**config.mk**
```make
export PLATFORM = sky130hd
export DESIGN_NAME = seer_top
export DESIGN_NICKNAME = d
export VERILOG_FILES = /design/src/include/seer_pkg.sv /design/src/include/seer_latch_if.sv /design/src/logic/seer_event_latch.sv /design/src/logic/seer_sync.sv /design/src/logic/seer_top.sv
export SDC_FILE = /design/constraint.sdc
export NUM_CORES = 1
export LEC_CHECK = 0
export ABC_AREA = 1
export BUFFER_PORTS_ARGS = -buffer_cell sky130_fd_sc_hd__buf_2
export CAP_MARGIN = 20
export CORE_MARGIN = 8
export CORE_UTILIZATION = 30
export CTS_CLUSTER_DIAMETER = 80
export DETAILED_ROUTE_END_ITERATION = 8
export SETUP_SLACK_MARGIN = 0.4
export SYNTH_ARGS = -nofsm -noshare
export SYNTH_HDL_FRONTEND = slang
export SYNTH_SLANG_ARGS = --single-unit
```
**constraint.sdc**
```tcl
create_clock -name clk -period 4.1 [get_ports clk]
set_input_delay 0.205 -clock clk [delete_from_list [all_inputs] [get_ports clk]]
set_output_delay 0.205 -clock clk [all_outputs]
set_load 0.02 [all_outputs]
```
**src/include/seer_pkg.sv**
```systemverilog
package seer_pkg;

   localparam int SEER_W = 8;

   // reset values of every flag and mask register
   localparam logic [SEER_W-1:0] FLAGS_RESET = 8'h00;
   localparam logic [SEER_W-1:0] MASK_RESET  = 8'h00;

   // standard event flag positions
   localparam int STD_POWER_UP     = 7;
   localparam int STD_COMMAND_ERR  = 5;
   localparam int STD_UNPERFORMED  = 4;
   localparam int STD_QUERY_LOSS   = 2;
   localparam int STD_PENDING_DONE = 0;

   // operation event positions (also the sensing pin index)
   localparam int OP_HEATER_STABLE = 2;
   localparam int OP_RAMP_DONE     = 1;
   localparam int OP_COMPLIANCE    = 0;
   localparam int OP_USED          = 3;

   // hardware fault pin vector: bit i sets flag i
   // 5 converter comm, 4 output control, 3 overvoltage, 2 overcurrent,
   // 1 line undervoltage, 0 overtemperature
   localparam int HW_USED          = 6;

   // operational fault pin vector: bit i sets flag i
   localparam int OE_CROWBAR       = 6;
   localparam int OE_TEMP_HIGH     = 3;
   localparam int OE_USED          = 7;

   // heater fault pin vector: 1 short, 0 open
   localparam int HT_USED          = 2;

   // summary positions in the status byte
   localparam int SB_OP            = 7;
   localparam int SB_STD           = 5;
   localparam int SB_HW            = 2;
   localparam int SB_OPERR         = 1;
   localparam int SB_HEATER        = 0;

   typedef enum logic [2:0] {
      QRY_NONE,
      QRY_STD,
      QRY_STD_EN,
      QRY_OP_EN,
      QRY_OP_EVT,
      QRY_OP_COND,
      QRY_ERR_EVT,
      QRY_ERR_EN
   } seer_query_t;

   typedef enum logic [1:0] {
      RESP_IDLE,
      RESP_SECOND,
      RESP_THIRD
   } seer_resp_t;

endpackage

```
**src/include/seer_latch_if.sv**
```systemverilog
`timescale 1ns/1ns
interface seer_latch_if;
   import seer_pkg::*;
   logic [SEER_W-1:0] set_vec;
   logic              clr;
   logic [SEER_W-1:0] mask;
   logic [SEER_W-1:0] flags;
   logic              summary;

   modport owner (output set_vec, output clr, output mask, input flags, input summary);
   modport latch (input set_vec, input clr, input mask, output flags, output summary);
endinterface

```
**src/logic/seer_event_latch.sv**
```systemverilog
`timescale 1ns/1ns
module seer_event_latch
   import seer_pkg::*;
(
   input  wire logic   clk,
   input  wire logic   reset_n,
   seer_latch_if.latch lif
);
   logic [SEER_W-1:0] flags_r;
   logic [SEER_W-1:0] flags_nxt;

   // the set term is ORed after the clear so a same-cycle event survives
   always_comb begin
      flags_nxt = (lif.clr ? FLAGS_RESET : flags_r) | lif.set_vec;
   end

   always_ff @(posedge clk) begin
      if (!reset_n) begin
         flags_r <= FLAGS_RESET;
      end else begin
         flags_r <= flags_nxt;
      end
   end

   assign lif.flags   = flags_r;
   assign lif.summary = |(flags_r & lif.mask);
endmodule // seer_event_latch

```
**src/logic/seer_sync.sv**
```systemverilog
`timescale 1ns/1ns
module seer_sync #(
   parameter int W = 1
) (
   input  wire logic         clk,
   input  wire logic         reset_n,
   input  wire logic [W-1:0] d,
   output logic      [W-1:0] q
);
   logic [W-1:0] meta_r;
   logic [W-1:0] meta_nxt;
   logic [W-1:0] q_r;
   logic [W-1:0] q_nxt;

   always_comb begin
      meta_nxt = d;
      q_nxt    = meta_r;
   end

   always_ff @(posedge clk) begin
      if (!reset_n) begin
         meta_r <= '0;
         q_r    <= '0;
      end else begin
         meta_r <= meta_nxt;
         q_r    <= q_nxt;
      end
   end

   assign q = q_r;
endmodule // seer_sync

```
**src/logic/seer_top.sv**
```systemverilog
`timescale 1ns/1ns
//////////////////////////////////////////////////////////////////////////////
// Contract
// - set power-up flag (bit 7) after a power off to on transition.
// - set command error flag (bit 5) on an uninterpretable command.
// - set unperformable request flag (bit 4) on a request beyond capability.
// - set query loss flag (bit 2) when response data is lost.
// - after the completion command, set bit 0 once nothing is pending.
// - standard events reach their summary through a writable, readable mask.
// - standard event query returns the register then clears it.
// - operation bits: 2 heater stable, 1 ramp done, 0 compliance.
// - operation events reach their summary through their own readable mask.
// - operation event query reads; condition query reads and clears conditions.
// - error query returns hardware, then operational, then heater flags.
// - error query clears all three; one command sets three masks, query reads them.
// - hardware bit 5 converter comm failure, bit 4 output control failure.
// - hardware bit 3 output overvoltage, bit 2 output overcurrent above 62 A.
// - hardware bit 1 line undervoltage, bit 0 temperature above 80 C.
// - operational bit 6 held while crowbar discharges, bit 5 on quench.
// - operational bit 4 remote inhibit; bit 3 above 75 C also holds the ramp.
// - operational bit 2 line overvoltage, bit 1 external programming refused.
// - operational bit 0 on missing or corrupted calibration.
// - heater bit 1 on short circuit, bit 0 on open circuit.
// - status byte bits: 7 operation, 5 standard, 2 hardware, 1 operational, 0 heater.
// - summary bits do not latch; clearing a register clears its summary.
// - host clears a mask by writing zero; reset zeroes masks and flags.
module seer_top
   import seer_pkg::*;
(
   input  wire logic              clk,
   input  wire logic              reset_n,
   // fault and operation sensing pins, asynchronous
   input  wire logic [HW_USED-1:0] hw_fault_pins,
   input  wire logic [OE_USED-1:0] op_fault_pins,
   input  wire logic [HT_USED-1:0] heater_fault_pins,
   input  wire logic [OP_USED-1:0] op_condition_pins,
   // events and commands from the command parser, same clock
   input  wire logic              command_error_evt,
   input  wire logic              unperformable_evt,
   input  wire logic              query_loss_evt,
   input  wire logic              completion_cmd,
   input  wire logic              ops_pending,
   input  wire logic              std_event_query,
   input  wire logic              std_enable_write,
   input  wire logic              std_enable_query,
   input  wire logic [SEER_W-1:0] enable_data,
   input  wire logic              op_event_enable_cmd,
   input  wire logic              op_event_enable_query,
   input  wire logic              op_event_query,
   input  wire logic              op_condition_query,
   input  wire logic              error_enable_cmd,
   input  wire logic [SEER_W-1:0] hw_enable_data,
   input  wire logic [SEER_W-1:0] operr_enable_data,
   input  wire logic [SEER_W-1:0] heater_enable_data,
   input  wire logic              error_event_query,
   input  wire logic              error_enable_query,
   output logic                   resp_valid,
   output logic      [SEER_W-1:0] resp_data,
   output logic                   resp_busy,
   output logic      [SEER_W-1:0] status_summary,
   output logic                   ramp_hold
);

   //////////////////////////////////////////////////////////////////////////
   // synchronise the sensing pins
   logic [HW_USED-1:0] hw_lvl;
   logic [OE_USED-1:0] oe_lvl;
   logic [HT_USED-1:0] ht_lvl;
   logic [OP_USED-1:0] op_lvl;

   seer_sync #(.W(HW_USED)) u_sync_hw (.clk(clk), .reset_n(reset_n), .d(hw_fault_pins),
                                       .q(hw_lvl));
   seer_sync #(.W(OE_USED)) u_sync_oe (.clk(clk), .reset_n(reset_n), .d(op_fault_pins),
                                       .q(oe_lvl));
   seer_sync #(.W(HT_USED)) u_sync_ht (.clk(clk), .reset_n(reset_n), .d(heater_fault_pins),
                                       .q(ht_lvl));
   seer_sync #(.W(OP_USED)) u_sync_op (.clk(clk), .reset_n(reset_n), .d(op_condition_pins),
                                       .q(op_lvl));

   //////////////////////////////////////////////////////////////////////////
   // five event registers
   seer_latch_if std_if ();
   seer_latch_if op_if ();
   seer_latch_if hw_if ();
   seer_latch_if oe_if ();
   seer_latch_if ht_if ();

   seer_event_latch u_std (.clk(clk), .reset_n(reset_n), .lif(std_if));
   seer_event_latch u_op  (.clk(clk), .reset_n(reset_n), .lif(op_if));
   seer_event_latch u_hw  (.clk(clk), .reset_n(reset_n), .lif(hw_if));
   seer_event_latch u_oe  (.clk(clk), .reset_n(reset_n), .lif(oe_if));
   seer_event_latch u_ht  (.clk(clk), .reset_n(reset_n), .lif(ht_if));

   //////////////////////////////////////////////////////////////////////////
   // event sources: power-up, completion, operation edges
   logic               power_up_pend_r;
   logic               power_up_pend_nxt;
   logic               completion_armed_r;
   logic               completion_armed_nxt;
   logic [OP_USED-1:0] op_lvl_prev_r;
   logic [OP_USED-1:0] op_lvl_prev_nxt;
   logic               completion_done;
   logic [OP_USED-1:0] op_evt;

   always_comb begin
      // reset is the power-on model, so the flag fires once after release
      power_up_pend_nxt    = 1'b0;
      completion_done      = completion_armed_r && !ops_pending;
      completion_armed_nxt = completion_cmd || (completion_armed_r && !completion_done);
      op_lvl_prev_nxt      = op_lvl;
      // stable and ramp done are transitions; compliance is a level
      op_evt               = op_lvl & ~op_lvl_prev_r;
      op_evt[OP_COMPLIANCE] = op_lvl[OP_COMPLIANCE];
   end

   always_ff @(posedge clk) begin
      if (!reset_n) begin
         power_up_pend_r    <= 1'b1;
         completion_armed_r <= 1'b0;
         op_lvl_prev_r      <= '0;
      end else begin
         power_up_pend_r    <= power_up_pend_nxt;
         completion_armed_r <= completion_armed_nxt;
         op_lvl_prev_r      <= op_lvl_prev_nxt;
      end
   end

   //////////////////////////////////////////////////////////////////////////
   // enable masks and the operation condition register
   logic [SEER_W-1:0] std_mask_r, std_mask_nxt;
   logic [SEER_W-1:0] op_mask_r, op_mask_nxt;
   logic [SEER_W-1:0] hw_mask_r, hw_mask_nxt;
   logic [SEER_W-1:0] oe_mask_r, oe_mask_nxt;
   logic [SEER_W-1:0] ht_mask_r, ht_mask_nxt;
   logic [SEER_W-1:0] op_cond_r, op_cond_nxt;
   seer_query_t       qry;

   always_comb begin
      std_mask_nxt = std_enable_write ? enable_data : std_mask_r;
      op_mask_nxt  = op_event_enable_cmd ? enable_data : op_mask_r;
      hw_mask_nxt  = error_enable_cmd ? hw_enable_data : hw_mask_r;
      oe_mask_nxt  = error_enable_cmd ? operr_enable_data : oe_mask_r;
      ht_mask_nxt  = error_enable_cmd ? heater_enable_data : ht_mask_r;
      // a condition seen in the clearing cycle stays latched
      op_cond_nxt  = ((qry == QRY_OP_COND) ? FLAGS_RESET : op_cond_r)
                     | SEER_W'(op_lvl);
   end

   always_ff @(posedge clk) begin
      if (!reset_n) begin
         std_mask_r <= MASK_RESET;
         op_mask_r  <= MASK_RESET;
         hw_mask_r  <= MASK_RESET;
         oe_mask_r  <= MASK_RESET;
         ht_mask_r  <= MASK_RESET;
         op_cond_r  <= FLAGS_RESET;
      end else begin
         std_mask_r <= std_mask_nxt;
         op_mask_r  <= op_mask_nxt;
         hw_mask_r  <= hw_mask_nxt;
         oe_mask_r  <= oe_mask_nxt;
         ht_mask_r  <= ht_mask_nxt;
         op_cond_r  <= op_cond_nxt;
      end
   end

   //////////////////////////////////////////////////////////////////////////
   // event register wiring
   always_comb begin
      std_if.set_vec                   = FLAGS_RESET;
      std_if.set_vec[STD_POWER_UP]     = power_up_pend_r;
      std_if.set_vec[STD_COMMAND_ERR]  = command_error_evt;
      std_if.set_vec[STD_UNPERFORMED]  = unperformable_evt;
      std_if.set_vec[STD_QUERY_LOSS]   = query_loss_evt;
      std_if.set_vec[STD_PENDING_DONE] = completion_done;
      std_if.clr  = (qry == QRY_STD);
      std_if.mask = std_mask_r;
      op_if.set_vec = SEER_W'(op_evt);
      op_if.clr     = 1'b0;
      op_if.mask    = op_mask_r;
      // fault flags are level set: a standing fault reappears after a clear
      hw_if.set_vec = SEER_W'(hw_lvl);
      oe_if.set_vec = SEER_W'(oe_lvl);
      ht_if.set_vec = SEER_W'(ht_lvl);
      hw_if.clr     = (qry == QRY_ERR_EVT);
      oe_if.clr     = (qry == QRY_ERR_EVT);
      ht_if.clr     = (qry == QRY_ERR_EVT);
      hw_if.mask    = hw_mask_r;
      oe_if.mask    = oe_mask_r;
      ht_if.mask    = ht_mask_r;
   end

   always_comb begin
      status_summary            = 8'h00;
      status_summary[SB_OP]     = op_if.summary;
      status_summary[SB_STD]    = std_if.summary;
      status_summary[SB_HW]     = hw_if.summary;
      status_summary[SB_OPERR]  = oe_if.summary;
      status_summary[SB_HEATER] = ht_if.summary;
   end

   assign ramp_hold = oe_lvl[OE_TEMP_HIGH];

   //////////////////////////////////////////////////////////////////////////
   // query arbitration and response sequencer
   seer_resp_t        resp_state_r, resp_state_nxt;
   logic              resp_valid_r, resp_valid_nxt;
   logic [SEER_W-1:0] resp_data_r, resp_data_nxt;
   logic [SEER_W-1:0] word2_r, word2_nxt;
   logic [SEER_W-1:0] word3_r, word3_nxt;

   // queries are refused while a three-word answer is going out
   always_comb begin
      qry = QRY_NONE;
      if (resp_state_r != RESP_IDLE) begin
         qry = QRY_NONE;
      end else if (std_event_query) begin
         qry = QRY_STD;
      end else if (std_enable_query) begin
         qry = QRY_STD_EN;
      end else if (op_event_enable_query) begin
         qry = QRY_OP_EN;
      end else if (op_event_query) begin
         qry = QRY_OP_EVT;
      end else if (op_condition_query) begin
         qry = QRY_OP_COND;
      end else if (error_event_query) begin
         qry = QRY_ERR_EVT;
      end else if (error_enable_query) begin
         qry = QRY_ERR_EN;
      end
   end

   always_comb begin
      resp_state_nxt = resp_state_r;
      resp_valid_nxt = 1'b0;
      resp_data_nxt  = resp_data_r;
      word2_nxt      = word2_r;
      word3_nxt      = word3_r;
      case (resp_state_r)
         RESP_IDLE: begin
            resp_valid_nxt = (qry != QRY_NONE);
            case (qry)
               QRY_STD:     resp_data_nxt = std_if.flags;
               QRY_STD_EN:  resp_data_nxt = std_mask_r;
               QRY_OP_EN:   resp_data_nxt = op_mask_r;
               QRY_OP_EVT:  resp_data_nxt = op_if.flags;
               QRY_OP_COND: resp_data_nxt = op_cond_r;
               QRY_ERR_EVT: begin
                  resp_data_nxt  = hw_if.flags;
                  word2_nxt      = oe_if.flags;
                  word3_nxt      = ht_if.flags;
                  resp_state_nxt = RESP_SECOND;
               end
               QRY_ERR_EN: begin
                  resp_data_nxt  = hw_mask_r;
                  word2_nxt      = oe_mask_r;
                  word3_nxt      = ht_mask_r;
                  resp_state_nxt = RESP_SECOND;
               end
               default: resp_data_nxt = resp_data_r;
            endcase
         end
         RESP_SECOND: begin
            resp_valid_nxt = 1'b1;
            resp_data_nxt  = word2_r;
            resp_state_nxt = RESP_THIRD;
         end
         RESP_THIRD: begin
            resp_valid_nxt = 1'b1;
            resp_data_nxt  = word3_r;
            resp_state_nxt = RESP_IDLE;
         end
         default: resp_state_nxt = RESP_IDLE;
      endcase
   end

   always_ff @(posedge clk) begin
      if (!reset_n) begin
         resp_state_r <= RESP_IDLE;
         resp_valid_r <= 1'b0;
         resp_data_r  <= FLAGS_RESET;
         word2_r      <= FLAGS_RESET;
         word3_r      <= FLAGS_RESET;
      end else begin
         resp_state_r <= resp_state_nxt;
         resp_valid_r <= resp_valid_nxt;
         resp_data_r  <= resp_data_nxt;
         word2_r      <= word2_nxt;
         word3_r      <= word3_nxt;
      end
   end

   assign resp_valid = resp_valid_r;
   assign resp_data  = resp_data_r;
   assign resp_busy  = (resp_state_r != RESP_IDLE);
endmodule // seer_top

```
After elaboration in Yosys (flattened, before gate mapping) --
Cells that the tools add are included. W data, S select, Z words.
Word-level totals: word-level logic and storage cells 91, flip-flop bits (word level) 156, output and inout bits 19
Cells by class: reduce and logical (&&, ||, !) cells 19, mux-type cells 21, equality and inequality tests 11, bitwise logic cells 13
Operator list (number):
- $pmux W8 S7 | 1
- $and A8 B8 Y8 | 5
- $mux W8 | 5
- $reduce_or A8 Y1 | 5
- $pmux W8 S2 | 2
- $mux W3 | 8
- $pmux W8 S3 | 1
- $or A8 B3 Y8 | 2
- $eq A3 B3 Y1 const B | 4
- $ne A8 B2 Y1 const B | 1
- $or A8 B2 Y8 | 1
- $or A8 B6 Y8 | 1
- $or A8 B7 Y8 | 1
- $or A8 B8 Y8 | 1
- $eq A3 B2 Y1 const B | 2
- $reduce_bool A3 Y1 | 2
- $pmux W2 S2 | 1
- $reduce_and A2 Y1 | 2
- $reduce_bool A2 Y1 | 2
- $reduce_or A2 Y1 | 2
- $and A3 B3 Y3 | 1
- $eq A3 B1 Y1 const B | 1
- $not A3 Y3 | 1
- $eq A2 B1 Y1 const B | 1
- other kinds (9) | 11

Logic depth before layout (Yosys ltp) --
Gate-level depths: netlist of run 1.
word-level depth 12, gate-level depth with buffers 14, mapped depth without buffers 14

Cells and area by module --
From an unflattened synthesis of run 1, not the netlist that was laid out.
Second synthesis, totals: cell total of the unflattened synthesis 854, area total of the unflattened synthesis 6162.2 sq um
Modules (own cells, without submodules):
- seer_top | instances 1, cells each 539, area an instance 3678.5 sq um
- seer_event_latch | instances 5, cells each 41, area an instance 294.0 sq um
- seer_sync (u_sync_oe) | instances 1, cells each 43, area an instance 396.6 sq um
- seer_sync (u_sync_hw) | instances 1, cells each 37, area an instance 341.6 sq um
- seer_sync (u_sync_op) | instances 1, cells each 18, area an instance 165.2 sq um
- seer_sync (u_sync_ht) | instances 1, cells each 12, area an instance 110.1 sq um

Worst setup path before layout of run 1 --
No wires, ideal clock.
path kind flip-flop to flip-flop, from register resp_state_r[0], to register resp_data_r[4] (netlist: resp_data[4]), library setup time 70 ps, data arrival time 1675 ps, cell stages (with the launch flop) 13, path buffers 1, slack 2356 ps, data required time 4030 ps, cells stage by stage dfxtp_1 > inv_1 > ha_1 > nand2_1 > inv_1 > nand3_1 > clkbuf_1 > nand4_1 > o21ai_0 > inv_1 > nand3b_1 > nand2_1 > a21oi_1
On the way: cells in the longest elaborated chain, start to end 5
RTL lines:
- start: declaration | RTL line seer_top.sv:206 | seer_resp_t resp_state_r, resp_state_nxt;
- start signal: assignment | RTL line seer_top.sv:286 | resp_state_r <= resp_state_nxt;
- $reduce_bool A2 Y1 | RTL line seer_top.sv:215 | if (resp_state_r != RESP_IDLE) begin
- $mux W3 | RTL line seer_top.sv:215
- $eq A3 B3 Y1 (tied with other cells) | RTL line seer_top.sv:243 | case (qry)
- $pmux W8 S7 / $ne A8 B2 Y1 (equally long branches)
- $pmux W8 S3 / $reduce_and A2 Y1 (equally long branches)
- end signal: assignment | RTL line seer_top.sv:288 | resp_data_r <= resp_data_nxt;
- end: declaration | RTL line seer_top.sv:208 | logic [SEER_W-1:0] resp_data_r, resp_data_nxt;
Parallel ways exist; a longest one is shown, timed or not. A chain may end at the register's enable or synchronous reset.

Final worst setup path of run 1 --
from register resp_state_r[1], to register resp_data_r[3] (netlist: resp_data[3])
The elaborated chain is that of the path after synthesis.

==> reports/qor.yml, run 1 <==
grt_antenna_before_repair: 1
final_nets: 858
worst-path-stages: 8
clk_path_buf_depth: 2
gp_congestion: 0.8633
status: "finished clean"
netlist-cell-type-count: 35
async_reset_ff_share_pct: 0
rows: 48
period_minus_slack_ps: 2720
hold_class: "in -> reg"
seq_area_frac_synth_pct: 50.32
initial_utilization_pct: 30.59
fin_hold_ws_ps: 23.22
die_x_um: 148.8
combPwrFrac_pct: 11.2
worst-path-buf-inv: 1
wl_um: 13960
final_common_cell: "dfxtp_1"
drcViolationCount: 0
synth_edf_count: 0
die-area_um2: 22140
relSlewSlack_pct: 43.09
yosys.area.top_type: "dfxtp_1"
crit_slowest_cell: "nand3_1"
maxSlewViolCount: 0
wl_met2_um: 5832
final_cell_mix: "dfxtp_1, inv_1, nand2_1, buf_2, nor2_1"
fin_cells: 1023
final.setup_skew_ps: 6.538
worstSetupEndpointType: "flip-flop"
drive_above_1_share_pct: 15.66
cts_tree: "built"
fin_crit_sh_pct: 66.35
finalSetupViolations: 0
synth_cells: 695
cp_common_cell: "o21ai_0"
vias: 4615
routed.top_layer: "met5"
cts-root-buf: "clkbuf_16"
path_max_fanout: 22
whs_path_depth: 3
p_switching_mw: 0.8463
ir_drop_v: 0.0003195
grt_pass1_vias: 4485
cp.required_ps: 4450
p_clk_share_pct: 47.0
cp.arrival_ps: 3070
avgSynthCellArea_um2: 7.613
synth_top_cell_area_share_pct: 50.32
drv_cap: 0
cpPeakStageDelay_ps: 640
grt_pass1_wl_um: 22580
ys_top_cells_by_area: "dfxtp_1, inv_1, o21ai_0, nand2_1, a21oi_1"
cellInternalPower_mw: 2.540
cts.sinks: 133
placed_cells_incl_taps: 970
finalSetupTns_ps: 0
io_buffers: 82
crit_chain: "inv_1, ha_1, nand2_1, a21oi_4, nand3_1, o21ai_0, o21ai_0, a21oi_1"
numCtsBuffers: 17
areaGrowthSynthToFinish_pct: 25.94
core_um2: 17300
ys_ff_latch: 133
crit_type: "reg -> reg"
ant_nets: 0
ys_warn_count: 0
ios: 86
utilization_pct: 38.53
cellLeakagePower_nw: 3.119
drt_first_iter_violations: 303
grt_overflow_total: 0
grt_setup_unrepaired: "false"
place_hpwl_um: 10020
grt_max_degree: 88
crit_family: "compound AO/OA/AOI/OAI gates"
clk_pin_slew_ps: 60
tightest_slew_ps: 852.4
wl_met1_um: 6929
clock_latency_ps: 420
diodes: 0
syn_area_um2: 5291
start_kind: "flip-flop"
die_h_um: 148.8
reg2reg_depth: 8
wl_per_cell_um: 13.65
grt_usage_pct: 12.98
fmax_ghz: 0.3676
seq_power_share_pct: 41.8
first_pass_iters: 5
vias_per_cell: 4.511
wl_met3_um: 886
hold_violations: 0
p_per_area_nw_per_um2: 508.1
fillers: 1821
synth_flop_cell: "dfxtp_1"
switching_share_pct: 25.00
h-tree-depth: 4
==> layer usage <==
layer | GRT usage (%) | vias up
met3 | 4.005 | 29
met4 | 5.957 | 2
met1 | 17.06 | 2014
li1 | - | 2417
met2 | 19.09 | 153
met5 | 0 | -
==> power by group through the flow <==
stage	Clock [mW]	Combinational, mW	Sequential, mW
after global routing	1.68	0.428	1.42
final	1.59	0.378	1.42
after floorplan	0	0.236	1.44
after detailed placement	0	0.359	1.44
after CTS	1.63	0.376	1.41
after global placement	0	0.356	1.44
==> cells in the mapped netlist, types with 2 or more instances <==
cell type  number
nor2_4          2
nand2_1       100
a21oi_4         2
clkbuf_1       19
o211ai_1        3
dfxtp_1       133
ha_1            5
o21ai_0        77
a21oi_1        66
a221oi_1        3
nand4_1        22
nor2_1         79
inv_2           2
o21bai_1        2
buf_4           9
o22ai_1        15
nand3_1        16
a22o_1          2
inv_1         117
buf_2           6
==> area by class of cell <==
class                   count  area, um2  area share [%]
flip-flops and latches    133       2663           39.95
multi-input cells         408       2002           30.04
repair buffers            106      645.6           9.688
inverters                 120      450.4           6.759
clock buffers              20      446.7           6.703
well taps                 225      281.5           4.225
clock inverters            11      175.2           2.629
==> state kept, by name, summed over array words and instances, names as in the netlist, 2 cells and up <==
signal            count
oe_if.mask            8
op_cond_r             3
u_sync_ht.meta_r      2
u_op.lif.flags        3
op_if.mask            8
u_oe.lif.flags        7
std_if.mask           8
u_sync_op.q           3
u_sync_ht.q           2
u_ht.lif.flags        2
word2_r               8
u_hw.lif.flags        6
u_sync_hw.q           6
u_sync_op.meta_r      3
ht_if.mask            8
word3_r               8
resp_data             8
hw_if.mask            8
u_sync_oe.q           7
u_std.lif.flags       5
u_sync_hw.meta_r      6
op_lvl_prev_r         2
resp_state_r          2
u_sync_oe.meta_r      7
==> worst register-to-register path: stages, from the launching register on <==
cell	delay [ps]
dfxtp_1	330
inv_1	130
ha_1	290
nand2_1	140
a21oi_4	490
nand3_1	650
o21ai_0	370
o21ai_0	130
a21oi_1	130
==> per-stage QoR <==
step           setup WS [ps]  power (mW)  cell area (um2)
2_1_floorplan           2356       1.679             5299
3_3_place_gp            1503       1.798             5822
3_5_place_dp            1439       1.801             5822
4_1_cts                 1426       3.417             6664
5_1_grt                 1221       3.534             6664
6_report                1380       3.386             6664
==> worst paths after layout <==
kind                        from  slack, ps        endpoint
max reg2reg      resp_state_r[1]       1380    resp_data[3]
min reg2reg  u_sync_op.meta_r[1]        410  u_sync_op.q[1]
min            hw_enable_data[6]         20   hw_if.mask[6]
max              resp_state_r[1]       1380    resp_data[3]
==> kinds of logic (layout without fill, tap and decap cells) <==
group / count (synthesis) / count (layout) / share of synthesized area (%)
flip-flops: 133 / 133 / 50.32
other: 1 / 3 / 0.07087
AND/OR/NAND/NOR: 226 / 226 / 18.42
adder cells (fa/ha/maj): 5 / 5 / 1.182
AO/OA/AOI/OAI: 174 / 174 / 18.02
buffers and inverters: 156 / 257 / 11.99
==> what timing repair did <==
| item | in CTS | in global routing |
|---|---|---|
| buffers inserted | 0 | 0 |
| resized for setup | 0 | 0 |
| endpoints found under the hold margin | 22 | 0 |
| hold buffers | 22 | 0 |
Note: power is estimated with default switching activity, not from simulation.
==> run 2: changes to the inputs <==
Settings changed: ABC_AREA 1 to 0.
Clock period 4.1 ns to 2.8 ns, I/O delays scaled along.
==> run 2 against run 1 <==
Flip-flop and latch count stayed put. Clock power is 28% higher. Synthesized cell count is 23% lower. Final cell count is 13% lower. Final area is 1.4% higher. Area after synthesis is 3.6% lower. Clock skew is 1.2 ps higher. Routed wire length is 8.0% lower. Worst hold slack worse by 23 ps. Maximum frequency is 18% higher. First-iteration DRC count is 3.6% lower. Highest routed layer is now met4.
==> reports/qor.yml, run 2 <==
gp_congestion: 0.8514  # -1.4%
synth_flop_cell: "dfxtp_1"
period_minus_slack_ps: 2296  # -424.1 ps
cts-root-buf: "clkbuf_16"
p_switching_mw: 1.042  # +23%
netlist_top_cells_count: "dfxtp_1, nor2_1, mux2i_1, a21oi_1, and2_1"
p_clk_share_pct: 45.5  # -1.5 points
fmax_ghz: 0.4355  # +18%
synth_edf_count: 0  # unchanged
grt_max_degree: 36  # -59%
seq_area_frac_synth_pct: 52.20  # +1.9 points
rows: 47  # -2.1%
synth_adder_area_share_pct: 1.226  # +0.044 points
grt_pass1_vias: 4251  # -5.2%
clock_latency_ps: 420  # about the same
netlist-cell-type-count: 40  # +14%
ys_top_cells_by_area: "dfxtp_1, mux2i_1, nor2_1, and2_1, a21oi_1"
drv_cap: 0  # unchanged
vias: 4106  # -11%
worstSetupEndpointType: "flip-flop"
multiInputGateArea_um2: 2243  # +12%
cellLeakagePower_nw: 2.822  # -9.5%
yosys.area.top_type: "dfxtp_1"
avgSynthCellArea_um2: 9.482  # +25%
die_h_um: 146.4  # -1.6%
clk_pin_slew_ps: 50  # about the same
relSlewSlack_pct: 51.50  # +8.4 points
seq_power_share_pct: 45.7  # +3.9 points
grt_overflow_total: 0  # unchanged
ios: 86  # unchanged
synth_top_cell_area_share_pct: 52.20  # +1.9 points
grt_antenna_before_repair: 0  # -1
maxSlewViolCount: 0  # unchanged
ys_warn_count: 0  # unchanged
grt_pass1_wl_um: 21400  # -5.2%
die-area_um2: 21430  # -3.2%
wl_per_cell_um: 14.43  # +5.7%
synthMuxAreaShare_pct: 10.91  # +11 points
core_um2: 16580  # -4.1%
ant_nets: 0  # unchanged
areaGrowthSynthToFinish_pct: 32.40
combPwrFrac_pct: 8.8  # -2.4 points
wl_um: 12840  # -8.0%
synth_cells: 538  # -23%
path_max_fanout: 7  # -68%
synth.most_common_cell: "dfxtp_1"
ir_drop_v: 0.0004871  # +52%
clk_path_buf_depth: 2  # unchanged
switching_share_pct: 23.28  # -1.7 points
syn_area_um2: 5101  # -3.6%
synth-xor-area-share_pct: 0  # unchanged
worst_slack_ps: 503.8  # -875.9 ps
pre_cts_slack_ps: 246.0  # -1193 ps
diodes: 0  # unchanged
io_buffers: 82  # unchanged
final.setup_skew_ps: 7.726  # +1.187 ps
ys_ff_latch: 133  # unchanged
initial_utilization_pct: 30.76  # +0.17 points
hold_class: "in -> reg"
final_common_cell: "dfxtp_1"
cts.sinks: 133  # unchanged
finalSetupTns_ps: 0  # unchanged
cellInternalPower_mw: 3.433  # +35%
h-tree-depth: 4  # unchanged
grt_setup_unrepaired: "false"
fillers: 1659  # -8.9%
grt_usage_pct: 12.44  # -0.54 points
async_reset_ff_share_pct: 0  # unchanged
start_kind: "flip-flop"
hold_violations: 0  # unchanged
drive_above_1_share_pct: 19.70  # +4.0 points
status: "finished clean"
tightest_slew_ps: 727.5  # -125.0 ps
die_x_um: 146.4  # -1.6%
drcViolationCount: 0  # unchanged
synth_top_family_by_area: "simple AND/OR/NAND/NOR gates"
p_per_area_nw_per_um2: 662.5  # +30%
drt_first_iter_violations: 292  # -3.6%
register_area_um2: 2663  # unchanged
fin_hold_ws_ps: 0.07794  # -23.14 ps
finalPower_mw: 4.475  # +32%
crit_type: "reg -> reg"
cp.arrival_ps: 2660  # -410 ps
first_pass_iters: 4  # -1
synth_simple_gate_area_share_pct: 17.86  # -0.56 points
cp.required_ps: 3160  # -1290 ps
numCtsBuffers: 17  # unchanged
place_hpwl_um: 9370  # -6.5%
vias_per_cell: 4.613  # +2.3%
fin_crit_sh_pct: 82.01  # +16 points
final_cell_mix: "dfxtp_1, nor2_1, buf_2, dlygate4sd3_1, mux2i_1"
finalSetupViolations: 0  # unchanged
final_nets: 732  # -15%
synth_compound_area_share_pct: 13.00  # -5.0 points
cts_tree: "built"
run 2: layout make-up:
cell class / count / share of cell area (%)
Timing Repair Buffer: 143 / 14.86
Clock buffer: 21 / 6.817
Tap cell: 220 / 4.076
Sequential cell: 133 / 39.42
Multi-Input combinational cell: 357 / 33.22
Clock inverter: 8 / 1.167
Inverter: 8 / 0.4446
run 2: what timing repair did:
action | in CTS | in global routing
buffers inserted | 1 | 0
resized for setup | 4 | 2
endpoints found under the hold margin | 60 | 0
hold buffers | 54 | 0
setup endpoints to repair | 3 | 5
pin swaps | 1 | 1
run 2: logic make-up after synthesis:
group,Yosys count
AOI/OAI and AO/OA,103
adders and majority gates,5
and+or+nand+nor,191
buffers and inverters,50
other,1
muxes,55
DFF,133
run 2: critical path, stage by stage (launching register included):
cell	delay, ps
dfxtp_1	350
inv_2	110
ha_4	180
or4b_4	510
or4_4	530
a2111oi_2	320
o221a_2	240
run 2: path summary, 6_finish.rpt:
kind	cells after the start	start	slack (ps)	end
worst max-delay path	6	resp_state_r[0]	500	resp_data[1]
worst min-delay path	3	hw_enable_data[1]	0.08	hw_if.mask[1]
worst max register to register	6	resp_state_r[0]	500	resp_data[1]
worst min register to register	1	u_sync_hw.meta_r[0]	430	u_sync_hw.q[0]
run 2: per-layer routing:
metal / track usage, % / share of wire, % / vias up / routed length (um)
met1: 15.83 / 49 / 1906 / 6233
met2: 18.80 / 45 / 107 / 5784
met4: 5.152 / 1.4 / 0 / 184
met5: 0 / 0 / - / 0
met3: 4.295 / 5.0 / 13 / 636
li1: - / - / 2080 / -
run 2: through the flow:
stage	cells	cell area, um2	util, %
final	890	6754	40.73
after global routing	890	6754	40.73
after CTS	890	6749	40.70
after detailed placement	806	5648	34.06
after global placement	806	5648	34.06
after floorplan	540	5109	-
run 2: power by group through the flow:
stage          sequential [mW]  clock, mW  combinational, mW
2_1_floorplan             2.07          0              0.225
3_3_place_gp              2.08          0              0.326
3_5_place_dp              2.08          0              0.335
4_1_cts                   2.04       2.08              0.396
5_1_grt                   2.05       2.17              0.438
6_report                  2.04       2.04              0.395
